## src/fcw_consts.vh

```
/*
 * Constants for the flash configuration register block: command codes,
 * register addresses, field positions, write masks and reset values.
 * Assumes it is included by bare name from the design files under src/.
 */
`ifndef FCW_CONSTS_VH
`define FCW_CONSTS_VH

// Command opcodes
`define FCW_CMD_REG_READ      8'h65
`define FCW_CMD_REG_WRITE     8'h71
`define FCW_CMD_SET_BURST     8'hC0
`define FCW_CMD_LEGACY_RESET  8'hF0
`define FCW_CMD_RESET_ENABLE  8'h66
`define FCW_CMD_RESET_DO      8'h99

// Register addresses on the 24-bit address phase
`define FCW_ADDR_ERASE_BOOT   24'h000010
`define FCW_ADDR_ERASE_LIVE   24'h000011
`define FCW_ADDR_WRAP_BOOT    24'h000020
`define FCW_ADDR_WRAP_LIVE    24'h000021

// Erase and reset option field positions
`define FCW_BIT_BLANK_CHECK   5
`define FCW_BIT_PAGE_WRAP     4
`define FCW_BIT_PARAM_DIS     3
`define FCW_BIT_LEGACY_RST    0

// Burst wrap field positions
`define FCW_BIT_DRIVE_HI      7
`define FCW_BIT_DRIVE_LO      5
`define FCW_BIT_WRAP_OFF      4
`define FCW_BIT_WLEN_HI       1
`define FCW_BIT_WLEN_LO       0

// Write masks; bits outside the ERASE and WRAP masks read zero
`define FCW_MASK_ERASE        8'h39
`define FCW_MASK_ERASE_LIVE_W 8'h31
`define FCW_MASK_WRAP         8'hF3

// Boot-copy reset values
`define FCW_RST_ERASE_BOOT    8'h00
`define FCW_RST_WRAP_BOOT     8'h10

// Erase kinds
`define FCW_ERASE_PARAM       2'h0
`define FCW_ERASE_SECTOR      2'h1
`define FCW_ERASE_BULK        2'h2

// Read kinds
`define FCW_RD_QUAD_IO        2'h1
`define FCW_RD_DDR_QUAD_IO    2'h2

// Page buffer
`define FCW_PBUF_AW           9

`endif

```

## src/fcw_cfg_regs.v

```verilog
/*
 * Configuration register block of a serial NOR flash: erase/reset options,
 * burst wrap boot and live settings, a serial command slave serving the
 * generic register read/write, set burst length and software reset
 * commands, the blank-check erase decision and the page buffer wrap.
 * Assumes SPI mode 0 from a host whose clock is far slower than ref_clk
 * (at least four ref_clk periods per half period); erase engine, page
 * buffer and read datapath sit outside and use the strobes below.
 */
`timescale 1ns/1ps
`include "fcw_consts.vh"

// Functional notes
// - Registers are read with command 65h and written with command 71h.
// - Live blank-check enable loads from its boot copy at every reset.
// - Blank check on: erase unconditionally when previous erase failed.
// - Previous erase good: scan, erase on first zero, else skip.
// - Blank check covers parameter, sector and bulk erase.
// - Blank check off: every erase starts unconditionally.
// - Page wrap bit: 1 wraps at 512 bytes, 0 at 256 bytes.
// - In 256 mode loads past 255 restart at buffer address zero.
// - Param-sector bit 1 gives uniform sectors, 0 keeps 4 KB sectors.
// - Live param-sector bit is read-only, follows its boot copy.
// - F0h resets only when legacy reset enable is 1.
// - 66h then 99h always performs a software reset.
// - Burst wrap applies to main array reads only.
// - Every reset copies the boot wrap settings into the live copy.
// - Set burst length C0h also writes the live wrap settings.
// - Wrap bit 0 enables wrap, 1 disables; boot default is 1.
// - Wrap applies only to quad I/O and DDR quad I/O reads.
// - Wrap length 00/01/10/11 gives 8/16/32/64 bytes; default 00.
// - Drive strength code sits in bits 7 to 5, default 000.
module fcw_cfg_regs (
    // Clock and reset
    input  wire        ref_clk,
    input  wire        reset_n,
    // Serial link pins
    input  wire        sck,
    input  wire        cs_n,
    input  wire        si,
    output wire        so,
    output wire        so_oe_n,
    // Erase engine handshake
    input  wire        erase_req,
    input  wire [1:0]  erase_kind,
    input  wire        erase_prev_ok,
    input  wire        scan_zero_found,
    input  wire        scan_done,
    output wire        scan_start,
    output wire        erase_start,
    output wire        erase_skip,
    // Page buffer load address
    input  wire        pbuf_load,
    input  wire [8:0]  pbuf_addr_in,
    output wire [8:0]  pbuf_addr,
    // Read path and configuration outputs
    input  wire [1:0]  rd_kind,
    input  wire        rd_main_array,
    output wire        burst_wrap_active,
    output wire [6:0]  burst_wrap_bytes,
    output wire [2:0]  drive_strength_code,
    output wire        param_sector_disable,
    output wire        sw_reset_pulse
);

    // Erase decision states
    localparam ST_IDLE = 1'b0;
    localparam ST_SCAN = 1'b1;

    // Register contents
    reg [7:0]  erase_option_boot_copy_q;
    reg [7:0]  erase_and_reset_option_control_q;
    reg [7:0]  burst_wrap_boot_settings_q;
    reg [7:0]  burst_wrap_live_settings_q;

    // Link synchronisers and frame state
    reg        sck_s1_q, sck_s2_q, sck_s3_q;
    reg        cs_s1_q, cs_s2_q, cs_s3_q;
    reg        si_s1_q, si_s2_q;
    reg [2:0]  bit_cnt_q;
    reg [2:0]  byte_cnt_q;
    reg [7:0]  shift_q;
    reg [7:0]  cmd_q;
    reg [23:0] addr_q;
    reg        so_q;
    reg        so_drive_q;
    reg        reset_armed_q;
    reg        sw_reset_q;

    // Erase and datapath outputs
    reg        erase_st_q;
    reg        scan_start_q;
    reg        erase_start_q;
    reg        erase_skip_q;
    reg [8:0]  pbuf_addr_q;
    reg        wrap_active_q;

    wire       sck_rise  = sck_s2_q & ~sck_s3_q;
    wire       sck_fall  = ~sck_s2_q & sck_s3_q;
    wire       cs_active = ~cs_s2_q;
    wire       cs_end    = cs_s2_q & ~cs_s3_q;
    wire [7:0] byte_in   = {shift_q[6:0], si_s2_q};
    wire [7:0] rd_byte   = reg_read(addr_q);

    // Register readback by address; unmapped addresses read zero
    function [7:0] reg_read;
        input [23:0] a;
        begin
            case (a)
                `FCW_ADDR_ERASE_BOOT: reg_read = erase_option_boot_copy_q;
                `FCW_ADDR_ERASE_LIVE: reg_read = erase_and_reset_option_control_q;
                `FCW_ADDR_WRAP_BOOT:  reg_read = burst_wrap_boot_settings_q;
                `FCW_ADDR_WRAP_LIVE:  reg_read = burst_wrap_live_settings_q;
                default:              reg_read = 8'h00;
            endcase
        end
    endfunction

    // Pin synchronisers: first stage feeds only the second
    always @(posedge ref_clk or negedge reset_n) begin
        if (!reset_n) begin
            sck_s1_q <= 1'b0;
            sck_s2_q <= 1'b0;
            sck_s3_q <= 1'b0;
            cs_s1_q  <= 1'b1;
            cs_s2_q  <= 1'b1;
            cs_s3_q  <= 1'b1;
            si_s1_q  <= 1'b0;
            si_s2_q  <= 1'b0;
        end else begin
            sck_s1_q <= sck;
            sck_s2_q <= sck_s1_q;
            sck_s3_q <= sck_s2_q;
            cs_s1_q  <= cs_n;
            cs_s2_q  <= cs_s1_q;
            cs_s3_q  <= cs_s2_q;
            si_s1_q  <= si;
            si_s2_q  <= si_s1_q;
        end
    end

    // Serial slave and register file; host write bits beyond masks drop
    always @(posedge ref_clk or negedge reset_n) begin
        if (!reset_n) begin
            bit_cnt_q     <= 3'h0;
            byte_cnt_q    <= 3'h0;
            shift_q       <= 8'h00;
            cmd_q         <= 8'h00;
            addr_q        <= 24'h000000;
            so_q          <= 1'b0;
            so_drive_q    <= 1'b0;
            reset_armed_q <= 1'b0;
            sw_reset_q    <= 1'b0;
            // power-on loads live copies from boot copies
            erase_option_boot_copy_q         <= `FCW_RST_ERASE_BOOT;
            erase_and_reset_option_control_q <= `FCW_RST_ERASE_BOOT;
            burst_wrap_boot_settings_q       <= `FCW_RST_WRAP_BOOT;
            burst_wrap_live_settings_q       <= `FCW_RST_WRAP_BOOT;
        end else begin
            sw_reset_q <= 1'b0;
            if (!cs_active) begin
                bit_cnt_q  <= 3'h0;
                byte_cnt_q <= 3'h0;
                so_drive_q <= 1'b0;
            end
            if (cs_active && sck_rise) begin
                shift_q   <= byte_in;
                bit_cnt_q <= bit_cnt_q + 3'h1;
                if (bit_cnt_q == 3'h7) begin
                    if (byte_cnt_q != 3'h7)
                        byte_cnt_q <= byte_cnt_q + 3'h1;
                    if (byte_cnt_q == 3'h0)
                        cmd_q <= byte_in;
                    else if (byte_cnt_q <= 3'h3 && (cmd_q == `FCW_CMD_REG_READ || cmd_q == `FCW_CMD_REG_WRITE))
                        addr_q <= {addr_q[15:0], byte_in};
                    // generic write of the addressed register
                    if (byte_cnt_q == 3'h4 && cmd_q == `FCW_CMD_REG_WRITE) begin
                        case (addr_q)
                            `FCW_ADDR_ERASE_BOOT: begin
                                // boot bits program one way; param bit mirrors to live
                                erase_option_boot_copy_q <= erase_option_boot_copy_q |
                                                            (byte_in & `FCW_MASK_ERASE);
                                erase_and_reset_option_control_q[`FCW_BIT_PARAM_DIS] <=
                                    erase_option_boot_copy_q[`FCW_BIT_PARAM_DIS] | byte_in[`FCW_BIT_PARAM_DIS];
                            end
                            `FCW_ADDR_ERASE_LIVE: begin
                                erase_and_reset_option_control_q <=
                                    (byte_in & `FCW_MASK_ERASE_LIVE_W) |
                                    (erase_and_reset_option_control_q & ~`FCW_MASK_ERASE_LIVE_W);
                            end
                            `FCW_ADDR_WRAP_BOOT: burst_wrap_boot_settings_q <= byte_in & `FCW_MASK_WRAP;
                            `FCW_ADDR_WRAP_LIVE: burst_wrap_live_settings_q <= byte_in & `FCW_MASK_WRAP;
                            default: ;
                        endcase
                    end
                    // set burst length writes live wrap settings
                    if (byte_cnt_q == 3'h1 && cmd_q == `FCW_CMD_SET_BURST)
                        burst_wrap_live_settings_q <= byte_in & `FCW_MASK_WRAP;
                    // Read data phase starts after the third address byte
                    if (byte_cnt_q == 3'h3 && cmd_q == `FCW_CMD_REG_READ)
                        so_drive_q <= 1'b1;
                end
            end
            // Shift read data on falling edges, MSB first, repeating
            if (cs_active && sck_fall && so_drive_q)
                so_q <= rd_byte[3'h7 - bit_cnt_q];
            // Single-byte commands act at frame end
            if (cs_end) begin
                if (byte_cnt_q == 3'h1 && bit_cnt_q == 3'h0) begin
                    // reset enable must be the frame just before
                    reset_armed_q <= (cmd_q == `FCW_CMD_RESET_ENABLE);
                    // legacy reset gated, two-step reset always
                    if ((cmd_q == `FCW_CMD_LEGACY_RESET &&
                         erase_and_reset_option_control_q[`FCW_BIT_LEGACY_RST]) ||
                        (cmd_q == `FCW_CMD_RESET_DO && reset_armed_q)) begin
                        sw_reset_q <= 1'b1;
                        erase_and_reset_option_control_q <= erase_option_boot_copy_q;
                        burst_wrap_live_settings_q       <= burst_wrap_boot_settings_q;
                    end
                end else begin
                    reset_armed_q <= 1'b0;
                end
            end
        end
    end

    // Blank-check erase decision
    always @(posedge ref_clk or negedge reset_n) begin
        if (!reset_n) begin
            erase_st_q    <= ST_IDLE;
            scan_start_q  <= 1'b0;
            erase_start_q <= 1'b0;
            erase_skip_q  <= 1'b0;
        end else begin
            scan_start_q  <= 1'b0;
            erase_start_q <= 1'b0;
            erase_skip_q  <= 1'b0;
            case (erase_st_q)
                ST_IDLE: begin
                    // all three erase kinds treated alike
                    if (erase_req && (erase_kind == `FCW_ERASE_PARAM || erase_kind == `FCW_ERASE_SECTOR ||
                                      erase_kind == `FCW_ERASE_BULK)) begin
                        if (!erase_and_reset_option_control_q[`FCW_BIT_BLANK_CHECK] || !erase_prev_ok) begin
                            erase_start_q <= 1'b1;
                        end else begin
                            scan_start_q <= 1'b1;
                            erase_st_q   <= ST_SCAN;
                        end
                    end
                end
                ST_SCAN: begin
                    // erase on first zero, skip when blank
                    if (scan_zero_found) begin
                        erase_start_q <= 1'b1;
                        erase_st_q    <= ST_IDLE;
                    end else if (scan_done) begin
                        erase_skip_q <= 1'b1;
                        erase_st_q   <= ST_IDLE;
                    end
                end
                default: erase_st_q <= ST_IDLE;
            endcase
        end
    end

    // Page buffer address and read wrap qualification
    always @(posedge ref_clk or negedge reset_n) begin
        if (!reset_n) begin
            pbuf_addr_q   <= 9'h000;
            wrap_active_q <= 1'b0;
        end else begin
            // 256-byte mode drops the top address bit
            if (pbuf_load)
                pbuf_addr_q <= erase_and_reset_option_control_q[`FCW_BIT_PAGE_WRAP] ?
                               pbuf_addr_in : {1'b0, pbuf_addr_in[7:0]};
            // wrap only for main-array quad reads
            wrap_active_q <= ~burst_wrap_live_settings_q[`FCW_BIT_WRAP_OFF] & rd_main_array &
                             (rd_kind == `FCW_RD_QUAD_IO || rd_kind == `FCW_RD_DDR_QUAD_IO);
        end
    end

    // Outputs
    assign so                   = so_q;
    assign so_oe_n              = ~(so_drive_q & cs_active);
    assign scan_start           = scan_start_q;
    assign erase_start          = erase_start_q;
    assign erase_skip           = erase_skip_q;
    assign pbuf_addr            = pbuf_addr_q;
    assign burst_wrap_active    = wrap_active_q;
    // wrap length 8 shifted by the code
    assign burst_wrap_bytes     = 7'h08 << burst_wrap_live_settings_q[`FCW_BIT_WLEN_HI:`FCW_BIT_WLEN_LO];
    // drive strength from the live copy
    assign drive_strength_code  = burst_wrap_live_settings_q[`FCW_BIT_DRIVE_HI:`FCW_BIT_DRIVE_LO];
    assign param_sector_disable = erase_and_reset_option_control_q[`FCW_BIT_PARAM_DIS];
    assign sw_reset_pulse       = sw_reset_q;

endmodule

```

## config.mk

```make
export PLATFORM = sky130hd
export DESIGN_NAME = fcw_cfg_regs
export DESIGN_NICKNAME = d
export VERILOG_FILES = /design/src/fcw_cfg_regs.v
export VERILOG_INCLUDE_DIRS = /design/src /design/src/src
export SDC_FILE = /design/constraint.sdc
export NUM_CORES = 1
export LEC_CHECK = 0
export ABC_AREA = 1
export BUFFER_PORTS_ARGS = -buffer_cell sky130_fd_sc_hd__buf_4
export CAP_MARGIN = 10
export CORE_MARGIN = 3
export CORE_UTILIZATION = 50
export DETAILED_ROUTE_END_ITERATION = 10
export MAX_ROUTING_LAYER = met4
export PLACE_DENSITY = 0.7
export SLEW_MARGIN = 20
export SYNTH_ARGS = -nofsm -noshare
export SYNTH_HDL_FRONTEND = slang
export SYNTH_SLANG_ARGS = --single-unit
```

## constraint.sdc

```tcl
create_clock -name ref_clk -period 3.4 [get_ports ref_clk]
set_input_delay 0.17 -clock ref_clk [delete_from_list [all_inputs] [get_ports ref_clk]]
set_output_delay 0.17 -clock ref_clk [all_outputs]
set_load 0.05 [all_outputs]
```

==> results of run 1 <==
metrics by stage:
stage          instances  power [mW]  hold slack (ns)  worst slack (ns)
5_1_grt              659       2.205          0.03946            0.9271
4_1_cts              658       2.132         0.001495             1.163
3_5_place_dp         637       1.383           0.2801             1.176
2_1_floorplan        500       1.282          -0.1256             1.766
6_report             659       2.117         -0.03503             1.165
3_3_place_gp         637       1.380           0.2784             1.293
path summary, 6_finish.rpt:
path / from / end / cells past startpoint
worst max-delay path: sck_s3_q / addr_q[5] / 10
worst min-delay path: reset_n / pbuf_addr[1] / 1
worst max register to register: sck_s3_q / addr_q[5] / 10
worst min register to register: sck_s1_q / sck_s2_q / 0
max in group asynchronous: reset_n / addr_q[5] / 2
min in group ref_clk: pbuf_addr_in[1] / pbuf_addr[1] / 2
logic make-up (layout without fill, tap and decap cells):
logic type | count (synthesis) | after routing | share of synthesized area [%]
buffers and inverters | 80 | 134 | 8.006
AO/OA/AOI/OAI | 93 | 93 | 11.48
multiplexers | 10 | 10 | 2.583
AND/OR/NAND/NOR | 213 | 213 | 22.04
flip-flops | 93 | 93 | 53.52
adder cells (fa/ha/maj) | 8 | 8 | 2.296
other | 1 | 3 | 0.08600
metal layers:
layer  part of all wire [%]  GRT usage [%]
met1                     47          27.74
met2                     47          32.08
met3                    5.0          3.857
met4                    1.0          3.992
met5                      0              -
cells in the final DEF (no fill, tap or decap), drive strengths merged, types with 6 or more instances in the layout:
master         n
inv           60
dlygate4sd3    6
nand3         25
clkbuf        11
nand2        101
o21ai         59
nor2          69
dfrtp         88
mux2          10
a21oi         25
ha             8
buf           51
nand4          8
area by class of cell:
| cell class | count | area [um^2] |
|---|---|---|
| multi-input combinational | 327 | 1685 |
| fill | 750 | 3318 |
| tap | 105 | 131.4 |
| clock inverter | 5 | 58.81 |
| clock buffer | 11 | 141.4 |
| timing repair buffer | 57 | 442.9 |
| sequential | 93 | 2333 |
| inverter | 61 | 229.0 |
timing repair:
item,in CTS,in global routing
hold buffers,5,1
setup buffers,0,0
hold endpoints to repair,4,1
flip-flops by register name (all words and copies together), names as in the netlist, 3 cells and up:
register	flops
shift_q	7
cmd_q	8
bit_cnt_q	3
erase_and_reset_option_control_q	4
burst_wrap_live_settings_q	8
addr_q	24
erase_option_boot_copy_q	4
pbuf_addr	9
byte_cnt_q	3
burst_wrap_boot_settings_q	6
power groups by stage:
stage / sequential [mW] / combinational, mW / clock (mW)
2_1_floorplan: 1.22 / 0.0618 / 0
4_1_cts: 1.16 / 0.203 / 0.765
5_1_grt: 1.17 / 0.219 / 0.817
3_5_place_dp: 1.19 / 0.198 / 0
3_3_place_gp: 1.18 / 0.195 / 0
6_report: 1.16 / 0.201 / 0.752
critical path: cells and delay by family (launching register included):
family	cells	cell delay [ns]
simple gates	6	0.94
buf+inv	3	0.70
flops	1	0.38
compound gates	1	0.07
==> impl_metrics.toml, run 1 <==
[yosys]
synth_most_common_cell = "nand2_1"
async_flop_share_pct = 100.0
synth_cell_types = 39
synth_top_cell_by_area = "dfrtp_1"
yosys_register_bits = 93
ys_warn_count = 0
avgSynthCellArea_um2 = 8.756
synth_edf_count = 0
synth_area_um2 = 4360
synthCells = 498
yosys_most_used_dff = "dfrtp_1"
synth_area_leaders = "dfrtp_1 (51%), nand2_1 (8.6%), o21ai_0 (5.4%), nor2_1 (5.2%), inv_1 (4.8%)"
synth_seq_area_share_pct = 53.52
synth_top_area_share_pct = 50.50
synth_commonest_cells = "nand2_1 (100), dfrtp_1 (88), nor2_1 (60), inv_1 (56), o21ai_0 (47)"

[global_routing]
grt_usage_pct = 20.30
grt_pass1_vias = 3283
antenna_found_initial = 0
grt_pass1_wl_um = 15550
grt-ovfl-total = 0
grt_max_degree = 79

[critical_path]
critPathLaunchType = "flip-flop"
cp_data_arrival_time_ns = 2.46
cp_slowest_stage_delay_ns = 0.47
worst-setup-path-type = "reg2reg"
worst-endpoint-required_ns = 3.63
reg2reg_slack_ns = 1.17
end_kind = "flip-flop"
crit_top_cell = "nand2_1"
path_max_fanout = 31
cp_cell_sequence = "inv_1 -> nand2_1 -> nor2_2 -> buf_4 -> nand2_1 -> nor3_1 -> nand3_2 -> buf_4 -> nand2_1 -> o21ai_0"
cp_slowest_cell = "nand3_2"

[timing]
rsz0062_at_grt = "no"
tns_ns = 0
tightest_slew_ns = 0.9437
clock.fmax_mhz = 447.5
maxSlewViolCount = 0
fin_crit_ns = 2.235
final-hold-violation-count = 72
finalSetupViolations = 0
finalCritPeriodShare_pct = 65.73
slew_headroom_pct = 37.09
whs_ns = -0.03503
finClkSkew_ns = 0.01141

[final_layout]
areaGrowthSynthToFinish_pct = 15.18
design_area_um2 = 5022
antenna_cells = 0
drive_above_1_share_pct = 19.49
final_util_pct = 60.22
nets = 581

[drt]
via_count = 3387
wire_per_inst_um = 14.00
drc_errors = 0
wl_um = 9229
vias_per_cell = 5.140
drtAntennaViolNets = 0
first_iter_violations = 186
drtPass1Iterations = 5

[cts]
clk_latency_ns = 0.36
cts_tree = "built"
clockBufferDepth = 2
cts_resized = 0
clk_pin_slew_ns = 0.09
clockRootBuffer = "clkbuf_8"
numCtsBuffers = 9
cts.sinks = 93
htreeDepth = 3

[power_and_ir_drop]
switching_share_pct = 26.25
p_switching_uw = 555.7
p_clk_share_pct = 35.5
p_leak_nw = 2.357
powerDensity_nw_per_um2 = 421.6
peakVddDrop_v = 0.0002333
pwr-share-comb_pct = 9.5
pwr-share-seq_pct = 55.0
p_int_mw = 1.562

[place]
portBuffers = 47
hpwl_um = 6670
placed_area_um2 = 4762
gp_congestion = 0.8808

[floorplanning]
initial_utilization_pct = 52.28
core_area_um2 = 8341
die_area_um2 = 9877
num_rows = 33
io_pins = 51
die_h_um = 99.39
die_x_um = 99.39

[min_path]
worstHoldPathType = "in2async"

[job]
maxCapViolations = 0

[outcome]
violations = "hold timing"
status = "finished, violations left"
Power figures use the tool's default switching activity.
==> inputs of run 2 (changes only) <==
- ABC_AREA: 1 -> 0
- clock period: 3.4 -> 2.1 ns (I/O delays scaled with it)
==> impl_metrics.toml, run 2 <==
[outcome]
status = "finished clean"

[global_routing]
grt_pass1_vias = 3094
grt_usage_pct = 21.28
antenna_found_initial = 0
grt_max_degree = 42
grt-ovfl-total = 0
grt_pass1_wl_um = 15970

[floorplanning]
num_rows = 33
io_pins = 51
initial_utilization_pct = 52.40
die_h_um = 99.49
core_area_um2 = 8341
die_x_um = 99.49
die_area_um2 = 9898

[timing]
tns_ns = 0
tightest_slew_ns = 0.5247
slew_headroom_pct = 65.02
maxSlewViolCount = 0
finalSetupViolations = 0
finClkSkew_ns = 0.006644
fin_crit_ns = 2.064
clock.fmax_mhz = 484.4
whs_ns = 0.01514
finalCritPeriodShare_pct = 98.31
final-hold-violation-count = 0

[power_and_ir_drop]
p_clk_share_pct = 33.4
peakVddDrop_v = 0.0004183
powerDensity_nw_per_um2 = 648.9
p_int_mw = 2.596
pwr-share-comb_pct = 10.1
report.power.total_mw = 3.616
p_switching_mw = 1.020
switching_share_pct = 28.21
pwr-share-seq_pct = 56.4
p_leak_nw = 2.669

[final_layout]
final_common_cell = "dfrtp_1"
largest_register = "addr_q"
largest_reg_flops = 24
antenna_cells = 0
areaGrowthSynthToFinish_pct = 27.51
layout_common_cells = "dfrtp_1 (87), buf_4 (73), mux2_2 (60)"
nets = 473
drive_above_1_share_pct = 44.84

[yosys]
yosys.area_share.adder_pct = 2.290
synth_top_family_by_area = "multiplexers"
synthSimpleGateAreaFrac_pct = 14.92
yosys_register_bits = 93
synth_edf_count = 0
avgSynthCellArea_um2 = 12.56
yosys_most_used_dff = "dfrtp_1"
synth_area_um2 = 4370
muxShareOfSynthArea_pct = 16.89
synth_top_area_share_pct = 50.39
synth_top_cell_by_area = "dfrtp_1"
synthCells = 348
synth_compound_area_share_pct = 7.243
synth_commonest_cells = "dfrtp_1 (88), mux2_2 (60), nand2_1 (22), inv_1 (15), nor2_1 (15)"
synth_most_common_cell = "dfrtp_1"
synth_area_leaders = "dfrtp_1 (50%), mux2_2 (15%), dfstp_2 (3.0%), ha_1 (2.3%), o221ai_2 (2.1%)"
ys_warn_count = 0
synth_seq_area_share_pct = 53.39
async_flop_share_pct = 100.0
synthXorXnorAreaFrac_pct = 0.6012
synth_cell_types = 59

[critical_path]
cp_data_arrival_time_ns = 2.31
end_kind = "flip-flop"
critPathLaunchType = "flip-flop"
worst-setup-path-type = "reg2reg"
path_max_fanout = 7
worst-endpoint-required_ns = 2.35

[cts]
cts.sinks = 93
clockBufferDepth = 2
clockRootBuffer = "clkbuf_8"
htreeDepth = 3
cts_tree = "built"
clk_latency_ns = 0.37
clk_pin_slew_ns = 0.09
numCtsBuffers = 9

[drt]
drc_errors = 0
first_iter_violations = 142
wl_um = 10020
wire_per_inst_um = 18.18
drtAntennaViolNets = 0
drtPass1Iterations = 4
via_count = 3112
vias_per_cell = 5.648

[place]
hpwl_um = 6510
gp_congestion = 0.8809
portBuffers = 47

[min_path]
worstHoldPathType = "in2reg"

[job]
maxCapViolations = 0
-- run 2: cell types whose count changed after synthesis, sizes merged, moves of 6 or more --
| cell | previous run | this run |
|---|---|---|
| inv | 59 | 15 |
| o221ai | 0 | 6 |
| o21ai | 59 | 4 |
| nand3 | 25 | 7 |
| a21oi | 25 | 9 |
| nor2 | 69 | 15 |
| nor2b | 0 | 6 |
| mux2 | 10 | 60 |
| nand2 | 101 | 22 |
-- run 2: per-stage QoR --
step | util (%) | instances | area [um^2] | setup WS [ns]
after global placement | 59.08 | 505 | 4927 | 0.1257
after floorplan | - | 350 | 4378 | 0.05420
after detailed placement | 59.08 | 505 | 4927 | 0.05024
after CTS | 63.59 | 539 | 5304 | 0.004562
after global routing | 66.82 | 551 | 5573 | -0.02965
final | 66.82 | 551 | 5573 | 0.03557
-- run 2: logic make-up (layout without fill, tap and decap cells) --
family                     after synthesis  after routing
AOI/OAI and AO/OA                       39             39
xor gates and xnor gates                 3              3
adders and majority gates                8              8
buffers and inverters                   34            130
DFF                                     93             93
muxes                                   65             65
other                                    1              3
and+or+nand+nor                        105            105
-- run 2: final timing paths --
check | cells after the start | slack [ns] | to | start
max | 8 | 0.04 | burst_wrap_live_settings_q[1] | bit_cnt_q[0]
min | 3 | 0.02 | scan_start | erase_prev_ok
max reg2reg | 8 | 0.04 | burst_wrap_live_settings_q[1] | bit_cnt_q[0]
min reg2reg | 0 | 0.36 | si_s2_q | si_s1_q
max in group asynchronous | 3 | 1.24 | shift_q[2] | reset_n
min in group asynchronous | 2 | 0.25 | pbuf_addr[7] | reset_n
-- run 2: layout make-up --
class,instances,area [um^2]
clock buffers,9,123.9
clock inverters,7,72.57
fillers,626,2768
inverters,15,56.30
multi-input cells,223,1954
flip-flops and latches,93,2335
well taps,105,131.4
repair buffers,99,899.6
-- run 2: repair_timing --
action / 4_1_cts / 5_1_grt
hold buffers: 18 / 0
buffers inserted: 0 / 7
gates resized for setup: 0 / 27
endpoints found under the hold margin: 51 / 0
endpoints found under the setup margin: 0 / 40
-- run 2: critical path, stage by stage, from the launching register on --
cell       delay [ns]
dfrtp_1          0.43
inv_2            0.10
ha_4             0.12
or4bb_4          0.53
nor2_4           0.13
o2111ai_4        0.23
clkbuf_16        0.24
nand2_1          0.07
o221ai_2         0.09
-- run 2: layer usage --
metal	global-route usage [%]	share of wire [%]
met1	27.86	44
met2	33.37	50
met3	3.647	4.3
met4	8.193	2.0
met5	-	0
-- run 2: power by group through the flow --
stage	Clock (mW)	Sequential [mW]	Combinational, mW
5_1_grt	1.31	2.05	0.401
3_5_place_dp	0	2.06	0.328
4_1_cts	1.24	2.03	0.358
3_3_place_gp	0	2.06	0.321
2_1_floorplan	0	2.04	0.140
6_report	1.21	2.04	0.367
==> inputs of run 3 (changes only) <==
- RECOVER_POWER: not set -> 25
==> impl_metrics.toml, run 3 (synthesis results as in run 2) <==
[power_and_ir_drop]
powerDensity_nw_per_um2 = 648.5
peakVddDrop_v = 0.0004183
pwr-share-comb_pct = 10.1
p_int_mw = 2.595
report.power.total_mw = 3.613
switching_share_pct = 28.16
pwr-share-seq_pct = 56.4
p_switching_mw = 1.017
p_leak_nw = 2.667
p_clk_share_pct = 33.5

[timing]
clock.fmax_mhz = 483.8
maxSlewViolCount = 0
tightest_slew_ns = 1.042
finalCritPeriodShare_pct = 98.42
whs_ns = 0.01512
fin_crit_ns = 2.067
finClkSkew_ns = 0.007018
final-hold-violation-count = 0
tns_ns = 0
slew_headroom_pct = 30.52
finalSetupViolations = 0

[drt]
wl_um = 10020
wire_per_inst_um = 18.18
first_iter_violations = 147
vias_per_cell = 5.661
drtAntennaViolNets = 0
drc_errors = 0
via_count = 3119
drtPass1Iterations = 4

[final_layout]
areaGrowthSynthToFinish_pct = 27.45
layout_common_cells = "dfrtp_1 (87), buf_4 (66), mux2_2 (60)"
largest_reg_flops = 24
antenna_cells = 0
largest_register = "addr_q"
final_common_cell = "dfrtp_1"
nets = 473
drive_above_1_share_pct = 44.84

[critical_path]
cp_slowest_cell = "or4bb_4"
cp_data_arrival_time_ns = 2.31
critPathLaunchType = "flip-flop"
cp_slowest_stage_delay_ns = 0.53
path_max_fanout = 7
cp_cell_sequence = "inv_2 -> ha_4 -> or4bb_4 -> nor2_4 -> o2111ai_4 -> clkbuf_16 -> nand2_1 -> o221ai_2"
path_delay_family = "simple AND/OR/NAND/NOR gates"
end_kind = "flip-flop"
worst-endpoint-required_ns = 2.35
worst-setup-path-type = "reg2reg"
crit_buf_inv = 2

[cts]
htreeDepth = 3
clockBufferDepth = 2
clockRootBuffer = "clkbuf_8"
numCtsBuffers = 9
clk_pin_slew_ns = 0.09
cts_tree = "built"
cts.sinks = 93
clk_latency_ns = 0.37

[global_routing]
grt_max_degree = 42
grt_usage_pct = 21.28
grt_pass1_wl_um = 15970
grt-ovfl-total = 0
antenna_found_initial = 0
grt_pass1_vias = 3094

[min_path]
worstHoldPathType = "in2reg"

[floorplanning]
die_area_um2 = 9898
io_pins = 51
die_h_um = 99.49
core_area_um2 = 8341
die_x_um = 99.49
initial_utilization_pct = 52.40
num_rows = 33

[place]
hpwl_um = 6510
portBuffers = 47
gp_congestion = 0.8809

[job]
maxCapViolations = 0

[outcome]
status = "finished clean"
run 3: cell count changes in the layout (fill, tap and decap cells not counted), sizes merged:
cell    delta
buf        -7
clkbuf     +7
run 3: layout make-up:
type,count,area (um^2)
fillers,625,2770
flip-flops and latches,93,2335
multi-input cells,223,1954
repair buffers,99,897.1
well taps,105,131.4
clock buffers,9,123.9
clock inverters,7,72.57
inverters,15,56.30
run 3: layer usage:
metal  GRT usage [%]  vias to the layer above  share of wire (%)
met5               -                        -                  0
met4           8.193                        0                2.0
met3           3.647                       14                4.4
met2           33.37                       73                 50
met1           27.86                     1581                 44
li1                -                     1451                  -
run 3: path summary, 6_finish.rpt:
kind / start / to / slack (ns) / depth (start not counted)
worst min-delay path: erase_prev_ok / scan_start / 0.02 / 3
worst max register to register: bit_cnt_q[0] / burst_wrap_live_settings_q[1] / 0.03 / 8
max in group asynchronous: reset_n / shift_q[2] / 0.86 / 3
worst max-delay path: bit_cnt_q[0] / burst_wrap_live_settings_q[1] / 0.03 / 8
min in group asynchronous: reset_n / pbuf_addr[7] / 0.44 / 2
worst min register to register: si_s1_q / si_s2_q / 0.36 / 0
run 3: power groups by stage:
stage	logic (mW)	clock network, mW	registers [mW]
after floorplan	0.140	0	2.04
after global placement	0.321	0	2.06
after detailed placement	0.328	0	2.06
after CTS	0.358	1.24	2.03
after global routing	0.399	1.31	2.05
final	0.365	1.21	2.04
run 3: worst min-delay path: stages:
cell,delay (ns)
buf_4,0.11
nand2_1,0.07
nor3_1,0.06
run 3: through the flow:
stage,std cells,setup slack [ns],util [%],instance area [um^2]
after floorplan,350,0.05420,-,4378
after global placement,505,0.1257,59.08,4927
after detailed placement,505,0.05024,59.08,4927
after CTS,539,0.004562,63.59,5304
after global routing,551,-0.02965,66.79,5570
final,551,0.03314,66.79,5570
run 3: timing repair:
action | 4_1_cts | 5_1_grt
buffers inserted | 0 | 7
endpoints found under the setup margin | 0 | 40
resized for setup | 0 | 27
hold endpoints to repair | 51 | 0
hold buffers | 18 | 0
